==> src/hdl/swo_map.vh <==
/*
  register map, field positions, reset values and arithmetic constants of the
  scale-with-offset datapath. assumes it is included by bare name.
*/
`ifndef SWO_MAP_VH
`define SWO_MAP_VH

// register byte offsets on apb
`define SWO_CTRL_OFF    12'h000
`define SWO_SRC_OFF     12'h004
`define SWO_RATE_OFF    12'h008
`define SWO_OFS_OFF     12'h00C
`define SWO_DEST_OFF    12'h010
`define SWO_FLAG_OFF    12'h014
`define SWO_IRQ_ST_OFF  12'h018
`define SWO_IRQ_MSK_OFF 12'h01C

// arithmetic flag positions
`define SWO_FLG_CARRY   0
`define SWO_FLG_OVF     1
`define SWO_FLG_ZERO    2
`define SWO_FLG_SIGN    3
`define SWO_FLG_MINOR   4
`define SWO_ERRCODE_LSB 16

// interrupt status positions
`define SWO_IRQ_DONE    0
`define SWO_IRQ_OVF     1
`define SWO_IRQ_MINOR   2

// control bit positions
`define SWO_CTRL_GO     0
`define SWO_CTRL_CLRMIN 1

// constants
`define SWO_RATE_DIV    32'd10000
`define SWO_RATE_HALF   32'd5000
`define SWO_POS_LIM     16'h7FFF
`define SWO_NEG_LIM     16'h8000
`define SWO_ERR_CODE    16'h0020
`define SWO_RST_WORD    16'h0000
`define SWO_RST_FLAGS   5'h00

`endif

==> src/hdl/swo_div.v <==
/*
  sequential signed divider by the fixed rate divisor, rounding half away
  from zero. assumes a single clock and that start is a one-cycle pulse
  given only while busy is low.
*/
`timescale 1ns/1ps
`include "swo_map.vh"

module swo_div #(
  parameter W = 32
) (
  input  wire         clk,
  input  wire         rst_n,
  input  wire         start,
  input  wire [W-1:0] dividend,
  output reg          busy_r,
  output reg          done_r,
  output reg  [W-1:0] quot_r
);

  reg  [W-1:0] rem_r;
  reg  [W-1:0] mag_r;
  reg  [5:0]   cnt_r;
  reg          neg_r;
  wire [W-1:0] rem_sh;
  wire [W-1:0] div_c;
  wire [W-1:0] mag_in;
  wire [W-1:0] q_round;

  assign div_c   = `SWO_RATE_DIV;
  assign mag_in  = dividend[W-1] ? (~dividend + {{(W-1){1'b0}}, 1'b1}) : dividend;
  assign rem_sh  = {rem_r[W-2:0], mag_r[W-1]};
  // round up when remainder reaches half the divisor
  assign q_round = (rem_r >= `SWO_RATE_HALF) ? (mag_r + {{(W-1){1'b0}}, 1'b1}) : mag_r;

  // restoring division, one quotient bit per clock
  always @(posedge clk or negedge rst_n) begin
    if (!rst_n) begin
      rem_r  <= {W{1'b0}};
      mag_r  <= {W{1'b0}};
      cnt_r  <= 6'h00;
      neg_r  <= 1'b0;
      busy_r <= 1'b0;
      done_r <= 1'b0;
      quot_r <= {W{1'b0}};
    end else begin
      done_r <= 1'b0;
      if (start && !busy_r) begin
        rem_r  <= {W{1'b0}};
        mag_r  <= mag_in;
        neg_r  <= dividend[W-1];
        cnt_r  <= W[5:0];
        busy_r <= 1'b1;
      end else if (busy_r && cnt_r != 6'h00) begin
        if (rem_sh >= div_c) begin
          rem_r <= rem_sh - div_c;
          mag_r <= {mag_r[W-2:0], 1'b1};
        end else begin
          rem_r <= rem_sh;
          mag_r <= {mag_r[W-2:0], 1'b0};
        end
        cnt_r <= cnt_r - 6'h01;
      end else if (busy_r) begin
        busy_r <= 1'b0;
        done_r <= 1'b1;
        quot_r <= neg_r ? (~q_round + {{(W-1){1'b0}}, 1'b1}) : q_round;
      end
    end
  end

endmodule // swo_div

==> src/hdl/swo_top.v <==
/*
  scale-with-offset datapath: destination = round(source * rate / 10000)
  + offset, saturated to signed 16 bits, with arithmetic flags, minor error
  latch and a maskable interrupt. assumes one 100 MHz clock, an apb master
  and that the controlling program clears the minor error itself.
*/
// Notes on behaviour
// - multiply source by rate, round, add offset, write destination.
// - rate is entered value over ten thousand; all operands signed 16-bit.
// - overflow flag set on overflow, cleared when no overflow.
// - overflow also sets the minor error bit.
// - on overflow destination saturates to most negative or most positive.
// - overflow tested on scaled product and again after offset added.
// - scaled product above positive limit writes positive limit, any offset.
// - scaled product positive overflow raises minor error with fixed code.
// - zero flag set when destination written is zero, else cleared.
// - sign flag set when destination written is negative, else cleared.
`timescale 1ns/1ps
`include "swo_map.vh"

module swo_top (
  input  wire        CLK,
  input  wire        RST_N,
  input  wire        PSEL,
  input  wire        PENABLE,
  input  wire        PWRITE,
  input  wire [11:0] PADDR,
  input  wire [31:0] PWDATA,
  output reg  [31:0] PRDATA,
  output reg         PREADY,
  output reg         PSLVERR,
  output reg         IRQ,
  output reg         BUSY,
  output reg         MINOR_ERR
);

  localparam ST_IDLE = 2'b00;
  localparam ST_MUL  = 2'b01;
  localparam ST_DIV  = 2'b10;
  localparam ST_FIN  = 2'b11;

  reg  [1:0]  state_r;
  reg  [1:0]  state_nxt;
  reg  [15:0] src_r;
  reg  [15:0] rate_r;
  reg  [15:0] ofs_r;
  reg  [15:0] dest_r;
  reg  [31:0] prod_r;
  reg  [4:0]  flags_r;
  reg  [15:0] err_code_r;
  reg  [2:0]  irq_st_r;
  reg  [2:0]  irq_msk_r;
  reg         pready_r;
  wire        div_busy;
  wire        div_done;
  wire [31:0] div_q;

  // flag word as software sees it
  function [31:0] flag_word;
    input [4:0]  f;
    input [15:0] code;
    begin
      flag_word = {code, 11'h000, f};
    end
  endfunction

  // word-aligned address match
  function hit;
    input [11:0] a;
    input [11:0] off;
    begin
      hit = (a[11:2] == off[11:2]);
    end
  endfunction

  wire apb_acc  = PSEL & PENABLE & ~pready_r;
  wire apb_wr   = apb_acc & PWRITE;
  wire apb_rd   = apb_acc & ~PWRITE;
  wire wr_ctrl  = apb_wr & hit(PADDR, `SWO_CTRL_OFF);
  wire start_op = wr_ctrl & PWDATA[`SWO_CTRL_GO] & (state_r == ST_IDLE);
  wire clr_min  = wr_ctrl & PWDATA[`SWO_CTRL_CLRMIN];
  wire rd_irq   = apb_rd & hit(PADDR, `SWO_IRQ_ST_OFF);
  wire mapped   = hit(PADDR, `SWO_CTRL_OFF) | hit(PADDR, `SWO_SRC_OFF)
                | hit(PADDR, `SWO_RATE_OFF) | hit(PADDR, `SWO_OFS_OFF)
                | hit(PADDR, `SWO_DEST_OFF) | hit(PADDR, `SWO_FLAG_OFF)
                | hit(PADDR, `SWO_IRQ_ST_OFF) | hit(PADDR, `SWO_IRQ_MSK_OFF);

  // signed operands
  // sign-extended operands; product of two 16-bit signed fits 32 bits
  wire signed [31:0] src_s  = {{16{src_r[15]}}, src_r};
  wire signed [31:0] rate_s = {{16{rate_r[15]}}, rate_r};
  wire signed [31:0] mul_s  = src_s * rate_s;

  swo_div #(
    .W (32)
  ) u_div (
    .clk      (CLK),
    .rst_n    (RST_N),
    .start    (state_r == ST_MUL),
    .dividend (prod_r),
    .busy_r   (div_busy),
    .done_r   (div_done),
    .quot_r   (div_q)
  );

  // first check
  // overflow of scaled product before the offset
  wire pre_pos = ~div_q[31] & (div_q[30:15] != 16'h0000);
  wire pre_neg = div_q[31] & (div_q[30:15] != 16'hFFFF);
  // second check
  // sum after offset, 17 bits to catch the carry out
  wire [16:0] sum    = {div_q[15], div_q[15:0]} + {ofs_r[15], ofs_r};
  wire        post_v = sum[16] ^ sum[15];
  wire        ovf    = pre_pos | pre_neg | post_v;

  // saturated result
  reg [15:0] res;
  always @* begin
    res = sum[15:0];
    if (pre_pos)
      res = `SWO_POS_LIM;
    else if (pre_neg)
      res = `SWO_NEG_LIM;
    else if (post_v)
      res = sum[16] ? `SWO_NEG_LIM : `SWO_POS_LIM;
  end

  // operation sequencer
  always @* begin
    case (state_r)
      ST_IDLE: state_nxt = start_op ? ST_MUL : ST_IDLE;
      ST_MUL:  state_nxt = ST_DIV;
      ST_DIV:  state_nxt = div_done ? ST_FIN : ST_DIV;
      ST_FIN:  state_nxt = ST_IDLE;
      default: state_nxt = ST_IDLE;
    endcase
  end

  always @(posedge CLK or negedge RST_N) begin
    if (!RST_N)
      state_r <= ST_IDLE;
    else
      state_r <= state_nxt;
  end

  // product register and destination update
  always @(posedge CLK or negedge RST_N) begin
    if (!RST_N) begin
      prod_r <= 32'h00000000;
      dest_r <= `SWO_RST_WORD;
    end else begin
      if (start_op)
        prod_r <= mul_s;
      if (state_r == ST_DIV && div_done)
        dest_r <= res;
    end
  end

  // arithmetic flags and minor error latch
  always @(posedge CLK or negedge RST_N) begin
    if (!RST_N) begin
      flags_r    <= `SWO_RST_FLAGS;
      err_code_r <= `SWO_RST_WORD;
    end else begin
      // clear first so a fresh overflow wins
      if (clr_min) begin
        flags_r[`SWO_FLG_MINOR] <= 1'b0;
        err_code_r              <= `SWO_RST_WORD;
      end
      if (state_r == ST_DIV && div_done) begin
        flags_r[`SWO_FLG_OVF]  <= ovf;
        flags_r[`SWO_FLG_ZERO] <= (res == 16'h0000);
        flags_r[`SWO_FLG_SIGN] <= res[15];
        flags_r[`SWO_FLG_CARRY] <= flags_r[`SWO_FLG_CARRY];
        if (ovf) begin
          flags_r[`SWO_FLG_MINOR] <= 1'b1;
          err_code_r              <= `SWO_ERR_CODE;
        end
      end
    end
  end

  // interrupt status: set wins over read-clear
  wire [2:0] irq_ev = {3{state_r == ST_DIV && div_done}}
                    & {1'b1, ovf, 1'b1} & 3'h7;
  always @(posedge CLK or negedge RST_N) begin
    if (!RST_N) begin
      irq_st_r  <= 3'h0;
      irq_msk_r <= 3'h0;
    end else begin
      irq_st_r <= (rd_irq ? 3'h0 : irq_st_r) | irq_ev;
      if (apb_wr && hit(PADDR, `SWO_IRQ_MSK_OFF))
        irq_msk_r <= PWDATA[2:0];
    end
  end

  // operand registers
  always @(posedge CLK or negedge RST_N) begin
    if (!RST_N) begin
      src_r  <= `SWO_RST_WORD;
      rate_r <= `SWO_RST_WORD;
      ofs_r  <= `SWO_RST_WORD;
    end else begin
      if (apb_wr && hit(PADDR, `SWO_SRC_OFF))
        src_r <= PWDATA[15:0];
      if (apb_wr && hit(PADDR, `SWO_RATE_OFF))
        rate_r <= PWDATA[15:0];
      if (apb_wr && hit(PADDR, `SWO_OFS_OFF))
        ofs_r <= PWDATA[15:0];
    end
  end

  // apb answer: one wait cycle, ready registered
  always @(posedge CLK or negedge RST_N) begin
    if (!RST_N) begin
      pready_r <= 1'b0;
      PREADY   <= 1'b0;
      PSLVERR  <= 1'b0;
      PRDATA   <= 32'h00000000;
    end else begin
      pready_r <= apb_acc;
      PREADY   <= apb_acc;
      PSLVERR  <= apb_acc & ~mapped;
      if (apb_rd) begin
        if (hit(PADDR, `SWO_CTRL_OFF))
          PRDATA <= {31'h00000000, state_r != ST_IDLE};
        else if (hit(PADDR, `SWO_SRC_OFF))
          PRDATA <= {16'h0000, src_r};
        else if (hit(PADDR, `SWO_RATE_OFF))
          PRDATA <= {16'h0000, rate_r};
        else if (hit(PADDR, `SWO_OFS_OFF))
          PRDATA <= {16'h0000, ofs_r};
        else if (hit(PADDR, `SWO_DEST_OFF))
          PRDATA <= {16'h0000, dest_r};
        else if (hit(PADDR, `SWO_FLAG_OFF))
          PRDATA <= flag_word(flags_r, err_code_r);
        else if (rd_irq)
          PRDATA <= {29'h00000000, irq_st_r};
        else if (hit(PADDR, `SWO_IRQ_MSK_OFF))
          PRDATA <= {29'h00000000, irq_msk_r};
        else
          PRDATA <= 32'h00000000;
      end
    end
  end

  // pin outputs from flops
  always @(posedge CLK or negedge RST_N) begin
    if (!RST_N) begin
      IRQ       <= 1'b0;
      BUSY      <= 1'b0;
      MINOR_ERR <= 1'b0;
    end else begin
      IRQ       <= |(irq_st_r & irq_msk_r);
      BUSY      <= (state_nxt != ST_IDLE);
      MINOR_ERR <= flags_r[`SWO_FLG_MINOR];
    end
  end

endmodule // swo_top

==> config.mk <==
export PLATFORM = sky130hd
export DESIGN_NAME = swo_top
export DESIGN_NICKNAME = d
export VERILOG_FILES = /design/src/hdl/swo_div.v /design/src/hdl/swo_top.v
export VERILOG_INCLUDE_DIRS = /design/src /design/src/hdl
export SDC_FILE = /design/constraint.sdc
export NUM_CORES = 1
export LEC_CHECK = 0
export BUFFER_PORTS_ARGS = -buffer_cell sky130_fd_sc_hd__clkbuf_2
export CAP_MARGIN = 30
export CORE_MARGIN = 4
export CORE_UTILIZATION = 50
export DETAILED_ROUTE_END_ITERATION = 8
export PLACE_DENSITY_LB_ADDON = 0.15
export SYNTH_ARGS = -nofsm -noshare
export SYNTH_HDL_FRONTEND = slang
export SYNTH_SLANG_ARGS = --single-unit
==> constraint.sdc <==
create_clock -name CLK -period 11.9 [get_ports CLK]
set_clock_uncertainty 0.2 [all_clocks]
set_input_delay 3.57 -clock CLK [delete_from_list [all_inputs] [get_ports CLK]]
set_output_delay 3.57 -clock CLK [all_outputs]
set_load 0.1 [all_outputs]
=== Yosys cells after proc, flatten, opt, wreduce, memory -nomap -nowiden ===
Index checks and enable logic that the tools add are counted.
Widths: inputs -> output; s select.

* Register bits after elaboration: 266
* Bits of input ports: 49
* Output and inout port bits: 37
* Word-level logic and storage cells: 134

* Add/subtract/negate cells: 6
* $mul: 1
* Magnitude comparators: 2
* Equality and inequality tests: 12
* Multiplexer cells: 38
* Bitwise operators: 33
* Reduce and logical (&&, ||, !) cells: 18

{| class="wikitable"
|+ Operators with widths
! kind !! number
|-
| $mux 32 || 14
|-
| $mux 16 || 7
|-
| $add 32x1->32 const B || 3
|-
| $not 32->32 || 2
|-
| $eq 10x3->1 const B || 4
|-
| $ge 32x13->1 const B || 1
|-
| $ge 32x14->1 const B || 1
|-
| $mul 16x16->32 || 1
|-
| $sub 32x14->32 const B || 1
|-
| $eq 10x2->1 const B || 2
|-
| $add 16x16->17 || 1
|-
| $logic_not 16->1 || 1
|-
| $ne 16x16->1 const B || 1
|-
| $reduce_bool 16->1 || 1
|-
| $and 1x1->1 || 12
|-
| $mux 6 || 2
|-
| $eq 10x1->1 const B || 1
|-
| $logic_not 10->1 || 1
|-
| $mux 1 || 10
|-
| $mux 3 || 3
|-
| $or 1x1->1 || 9
|-
| $pmux 2 s4 || 1
|-
| $logic_and 1x1->1 || 7
|-
| $and 3x3->3 || 2
|-
| other kinds (14) || 22
|}

=== Logic depth before layout (Yosys ltp) ===
Gate-level depths: netlist of run 1.

* Depth in word-level cells: 11
* Depth in mapped cells: 25
* Depth with buffers taken out: 24

=== Cells and area by module ===
A second synthesis of run 1 with hierarchy kept.

* Cells, all modules: 2679
* Area, all modules: 24980.2 um^2

{| class="wikitable"
|+ Modules (own cells, without submodules)
! module !! instances !! cells an instance !! area an instance (um^2) !! sequential area each (um^2)
|-
| swo_top || 1 || 1843 || 17688.2 || 4003.8
|-
| swo_div || 1 || 836 || 7292.0 || 2627.5
|}

=== Worst setup path after synthesis of run 1 ===
Ideal clock, no wire load.

* Path type: register -> register
* From: reg rate_r[7]
* To: reg prod_r[30]
* Setup time: 0.110 ns
* Arrival: 6.343 ns
* Data required time: 11.590 ns
* Setup slack: 5.247 ns
* Stages on the path, launching flop included: 23
* Buffers on the path: 2
* Clock period less this slack: 6.653 ns
* Cells stage by stage: dfrtp_1 clkbuf_1 clkbuf_1 nand2_1 fa_1 inv_1 fa_1 fa_1 fa_1 fa_1 inv_1 fa_1 inv_1 ha_1 a21o_1 a21oi_1 nor2b_1 or4_1 a41oi_1 o21ai_0 a21oi_1 a21oi_1 o41ai_1

* Longest elaborated chain between the ends: 1

{| class="wikitable"
|+ RTL lines
! element !! line !! source
|-
| start, declared || swo_top.v:45 || <nowiki>reg [15:0] rate_r;</nowiki>
|-
| start signal, assigned || swo_top.v:201 || <nowiki>rate_r <= `SWO_RST_WORD;</nowiki>
|-
| start signal, assigned || swo_top.v:207 || <nowiki>rate_r <= PWDATA[15:0];</nowiki>
|-
| $mul 16x16->32 || swo_top.v:92 || <nowiki>wire signed [31:0] mul_s = src_s * rate_s;</nowiki>
|-
| end signal, assigned || swo_top.v:153 || <nowiki>prod_r <= mul_s;</nowiki>
|-
| end, declared || swo_top.v:48 || <nowiki>reg [31:0] prod_r;</nowiki>
|}

Every way passes these cells.
A chain may end at the register's enable or synchronous reset.

=== Worst setup path after layout of run 1 ===
* From: reg src_r[5]
* To: reg prod_r[30]

* Longest elaborated chain between the ends: 1

{| class="wikitable"
|+ RTL lines
! element !! line !! source
|-
| start, declared || swo_top.v:44 || <nowiki>reg [15:0] src_r;</nowiki>
|-
| start signal, assigned || swo_top.v:200 || <nowiki>src_r <= `SWO_RST_WORD;</nowiki>
|-
| start signal, assigned || swo_top.v:205 || <nowiki>src_r <= PWDATA[15:0];</nowiki>
|-
| $mul 16x16->32 || swo_top.v:92 ||
|}

Every way passes these cells.

==> results of run 1 <==
registers in the layout, indices dropped and copies added (netlist names), 32 cells and up:
register	cells
u_div.quot_r	32
u_div.mag_r	32
u_div.rem_r	32
PRDATA	32
prod_r	32
worst max-delay path, stage by stage (launching register included):
cell and delay [ps]:
dfrtp_1 670, and2_1 340, fa_1 530, inv_1 50, fa_1 560, fa_1 440, fa_1 490, inv_1 60
fa_1 530, inv_1 60, fa_1 550, inv_1 50, ha_1 350, a21o_1 180, a21o_1 160, a21oi_1 210
nor2_1 100, or4_1 520, a41oi_1 420, o21ai_0 290, a21oi_1 260, a21oi_1 60, o41ai_1 260
routing by layer:
metal,up-vias,global-route usage,part of all wire
met1,9084,0.299,0.43
met3,118,0.0230,0.038
met5,-,0,0
met4,0,0.0953,0.048
met2,398,0.392,0.49
li1,8452,-,-
cell families after synthesis:
kind of cell | count (synthesis) | share of synthesized area
compound gates | 449 | 0.121
flops | 265 | 0.275
simple gates | 790 | 0.164
xor+xnor | 161 | 0.0595
fa+ha+maj | 370 | 0.274
mux | 67 | 0.0309
buf+inv | 490 | 0.0767
cells in the final DEF, fill, tap and decap left out, types with 12 or more instances in the layout:
cell type / count
a21oi_1: 68
nor3_1: 34
and3_1: 15
nand4_1: 19
a221oi_1: 16
a22o_1: 21
inv_1: 359
nand2b_1: 13
a21o_1: 17
mux2_2: 56
nor2b_1: 12
and2_1: 142
clkbuf_16: 28
nor4_1: 15
xnor2_1: 87
nand3_1: 61
a31oi_1: 12
fa_1: 263
xor2_1: 72
nand2_1: 311
dfrtp_1: 265
clkbuf_2: 66
buf_4: 14
a22oi_1: 41
nor2_1: 93
o21ai_0: 162
ha_1: 107
o31ai_1: 24
o21ai_1: 16
or3_1: 19
metrics by stage:
stage          cell area [µm²]  hold slack, ps  worst slack, ps  power (mW)
2_1_floorplan            24100             173             5250       0.990
3_3_place_gp             24900             265             4480        1.03
3_5_place_dp             24900             270             4420        1.03
4_1_cts                  25800             282             4410        1.90
5_1_grt                  25800             298             3960        1.95
6_report                 25800             277             4440        1.88
power by group through the flow:
stage | sequential [mW] | clock [mW] | combinational [mW]
2_1_floorplan | 0.972 | 0 | 0.0178
4_1_cts | 0.915 | 0.891 | 0.0986
6_report | 0.915 | 0.869 | 0.0968
3_5_place_dp | 0.931 | 0 | 0.0986
5_1_grt | 0.915 | 0.931 | 0.106
3_3_place_gp | 0.931 | 0 | 0.0977
cell type report:
class / count / area [µm²] / share of cell area
multi-input cells: 1837 / 15700 / 0.606
flip-flops and latches: 265 / 6630 / 0.257
inverters: 359 / 1350 / 0.0522
clock buffers: 35 / 777 / 0.0301
well taps: 615 / 769 / 0.0298
repair buffers: 84 / 505 / 0.0196
clock inverters: 15 / 138 / 0.00533
diodes: 1 / 2.50 / 0.0000969
path summary, 6_finish.rpt:
check / start / to / slack [ps] / cells after the start
worst min-delay path: err_code_r[7]$_DFF_PN0_ / PRDATA[23]$_DFFE_PN0P_ / 280 / 1
worst max register to register: src_r[5]$_DFFE_PN0P_ / prod_r[30]$_DFFE_PN0P_ / 4440 / 22
max in group asynchronous: RST_N / u_div.rem_r[21]$_DFFE_PN0P_ / 7360 / 2
worst max-delay path: src_r[5]$_DFFE_PN0P_ / prod_r[30]$_DFFE_PN0P_ / 4440 / 22
worst min register to register: err_code_r[7]$_DFF_PN0_ / PRDATA[23]$_DFFE_PN0P_ / 280 / 1
min in group asynchronous: RST_N / rate_r[12]$_DFFE_PN0P_ / 2920 / 1
==> metrics, run 1 <==
Clock Pin Slew Worst Setup and Hold Paths roughly 70 ps; Cell Rows 80; Seq cells post-synth around 270; setup_tns 0 ps; NetSw approximately 470 µW; RSZ-0062 raised after global routing no; postcts setup bufs 0; die area a little over 50000 µm²; combinational group share of total power 0.051; core area 47700 µm²; count leader, synth inv_1; Peak VDD IR 0.0000973 V; Syn Std Cell Area ~24000 µm²; largest net degree at the start of global routing between 100 and 150; largest fanout on the critical path 18; Arrival @ worst endpoint 7710 ps; max_cap viols 0; # nets final between 2000 and 3000; crit path kind reg2reg; Placed Instances between 3000 and 4000; # clock sinks 265; Flop pwr share 0.487; Final Critical Period about 7500 ps; vias per cell ~5.6; status complete, no violations; post-layout util 0.541; FMAX 134 MHz; fraction of layout cells with a size suffix above 1 0.0875; Final Max Slew Viols 0; slew margin rel. 0.369; Fin. Hold Viols 0; die width around 230 µm; HP Class reg2reg; Synth Instances around 2600; Leakage about 13 nW; gr usage total 0.228; CTS buffer count 28; Die Y roughly 230 µm; Clock Tree Root clkbuf_16; Worst Setup Start Kind flop; internal power around 1.4 mW; number of fill cells 4360; Power Dens Cells between 70 and 80 nW/µm²; Clock Tree Buf Depth 3; post-CTS sizing 0; starting DRC count in detailed routing between 1000 and 1500; Yosys top cell by area dfrtp_1; Main synth FF type dfrtp_1; area grow syn2layout 7.04%; IO Count 86; Final HPWL DP about 45 mm; synth cell count leaders inv_1 (359), nand2_1 (312), dfrtp_1 (265); Final ANT Viol Nets 0; EDFF count, synth 0; Net Count, Synth between 3000 and 4000; drt first pass iters 5; Slew @ Worst Pin 946 ps; DRT Wirelength between 50 and 60 mm; IO Port Bufs 67; Final Cycle Share 0.627; Critical Path End Type flop; top-area cell type share of the netlist area 0.275; Post-synth ARST share 1.00; Initial Utilization 0.506; Clock Latency Late Sink 570 ps; CTS tree done; drt drc 0; Yosys cell types 86; GP Congestion a little over 0.9; worst path required time 12150 ps; vias in the first global route about 19000; total grt overflow 0; vias ~18000; initial antenna violation count 1; hold buffers post-CTS 0; switching share of power 0.249; Synth area leaders dfrtp_1 (27%), fa_1 (22%), inv_1 (5.6%); Clock Power Share 0.462; final setup vio count 0; Synth Warn # 0; Syn Area/Cell ~9.3 µm²; DR WL/cell around 18 µm; final cell count without fillers about 3200; Seq/Total Area, Yosys 0.275; first-pass GRT wire length around 100 mm; H-tree depth 1
Note: power is estimated with default switching activity, not from simulation.
==> run 2, diff against run 1 <==
- clock period: 11.9 -> 7.43 ns (I/O delays scaled with it)
==> run 2 against run 1 <==
Critical path depth unchanged. Power grew 59%. Cell count increased by 1.0%. Critical path type unchanged. Flip-flop and latch count stayed put. Count of clock-buffer cells in the layout grew 4. First-iteration DRC count is 25% higher.
==> metrics, run 2 (synthesized netlist as in run 1, its figures left out) <==
GP Congestion a little over 0.9; Pwr Total about 3 mW; starting DRC count in detailed routing 1399; vias per cell 5.58; FMAX around 140 MHz; Fin. Hold Viols 0; Clock Power Share 0.458; slew margin rel. 0.327; grt met3 use 0.0256; critical path's slowest cell dfrtp_1; internal power between 2 and 2.5 mW; hold buffers post-CTS 0; Leakage roughly 13 nW; Worst path depth 22; NetSw around 720 µW; drt drc 0; Clock Pin Slew Worst Setup and Hold Paths about 70 ps; CTS buffer count 28; Critical Path End Type flop; core area between 40000 and 50000 µm²; # nets final just over 3000; Peak VDD IR 0.000162 V; CTS tree done; fraction of layout cells with a size suffix above 1 0.0967; Final Critical Period between 7000 and 8000 ps; met1 usage in global routing 0.308; CP cell instances and2_1, fa_1, inv_1, fa_1, fa_1, fa_1, inv_1, fa_1, inv_1, fa_1, inv_1, ha_1, a21o_1, a21o_1, a21oi_1, nor2_1, or4_1, a41oi_1, o21ai_0, a21oi_1, a21oi_1, o41ai_1; # clock sinks ~270; Crit path max-delay family adder cells; drt first pass iters 6; R2R depth 22; setup_tns 0 ps; Multi-input gate area roughly 16000 µm²; Final Cycle Share 0.950; Flop pwr share 0.489; IO Port Bufs 67; initial antenna violation count 0; Clock Tree Root clkbuf_16; area grow syn2layout 8.00%; hold depth 2; Clock Latency Late Sink between 500 and 600 ps; final setup vio count 0; DRT Wirelength about 60 mm; IO Count 86; die width 228 µm; R2R setup slack between 300 and 400 ps; placed inst area roughly 25000 µm²; RSZ-0062 raised after global routing no; commonest non-fill, non-tap cell in the layout inv_1; HP Class reg2reg; Final HPWL DP approximately 46 mm; GRT met2 Usage 0.401; Reg area ~6600 µm²; Slew @ Worst Pin 1010 ps; number of fill cells ~4300; max_cap viols 0; Worst Setup Start Kind flop; Worst path most repeated cell fa_1; status complete, no violations; switching share of power 0.241; total grt overflow 0; largest net degree at the start of global routing approximately 160; vias in the first global route ~19000; Die Y approximately 230 µm; Buf+Inv Stages, Crit Path 4; crit path kind reg2reg; Cell Rows 80; DR WL/cell 18.2 µm; gr usage total 0.233; slowest stage delay, CP ~600 ps; Clock Tree Buf Depth 3; most frequent cells in the layout inv_1 (359), nand2_1 (311), dfrtp_1 (264); Arrival @ worst endpoint 7310 ps; first-pass GRT wire length approximately 100 mm; combinational group share of total power 0.053; die area between 50000 and 60000 µm²; Final ANT Viol Nets 0; postcts setup bufs 0; post-route design area approximately 26000 µm²; largest fanout on the critical path 12; vias approximately 18000; grt peak-use layer met2; Power Dens Cells 115 nW/µm²; H-tree depth 1; Final Max Slew Viols 0; Initial Utilization 0.506; worst path required time ~7700 ps
==> run 2: power by group through the flow <==
stage,Sequential (mW),Combinational [mW],Clock [mW]
CTS,1.46,0.161,1.41
floorplan,1.56,0.0285,0
global placement,1.49,0.160,0
detailed placement,1.49,0.161,0
finish,1.46,0.159,1.37
global route,1.46,0.171,1.47
==> run 2: through the flow <==
step | setup slack, ps | hold WS [ps] | instances | util
2_1_floorplan | 777 | 173 | 2592 | -
3_3_place_gp | 450 | 263 | 3193 | 0.527
3_5_place_dp | 370 | 269 | 3195 | 0.527
4_1_cts | 346 | 281 | 3242 | 0.546
5_1_grt | 38.8 | 293 | 3242 | 0.546
6_report | 372 | 275 | 3243 | 0.546
==> run 2: routing by layer <==
layer  wire length, µm  vias up
met1             25500     9046
met4              2150        0
met3              2470      104
li1                  -     8523
met2             28800      419
met5                 0        -
==> run 2: tightest hold or removal path: stages, from the launching register on <==
cell and delay, ps:
dfrtp_1 340, nand2_1 40, o21ai_0 50
==> run 2: path summary, 6_finish.rpt <==
path / startpoint / to
setup / recovery: src_r[3]$_DFFE_PN0P_ / prod_r[30]$_DFFE_PN0P_
hold / removal: PRDATA[13]$_DFFE_PN0P_ / PRDATA[13]$_DFFE_PN0P_
setup reg to reg: src_r[3]$_DFFE_PN0P_ / prod_r[30]$_DFFE_PN0P_
hold reg to reg: PRDATA[13]$_DFFE_PN0P_ / PRDATA[13]$_DFFE_PN0P_
max in group asynchronous: RST_N / u_div.rem_r[9]$_DFFE_PN0P_
min in group asynchronous: RST_N / rate_r[9]$_DFFE_PN0P_
==> run 2: timing repair <==
action	CTS	global route
resized for setup	0	1
hold endpoints to repair	0	0
endpoints found under the setup margin	0	1
==> run 2: cell type report <==
type | count | area share
Antenna cell | 1 | 0.0000960
Clock buffer | 39 | 0.0296
Clock inverter | 8 | 0.00422
Inverter | 359 | 0.0517
Multi-Input combinational cell | 1837 | 0.601
Sequential cell | 265 | 0.254
Tap cell | 615 | 0.0295
Timing Repair Buffer | 119 | 0.0295
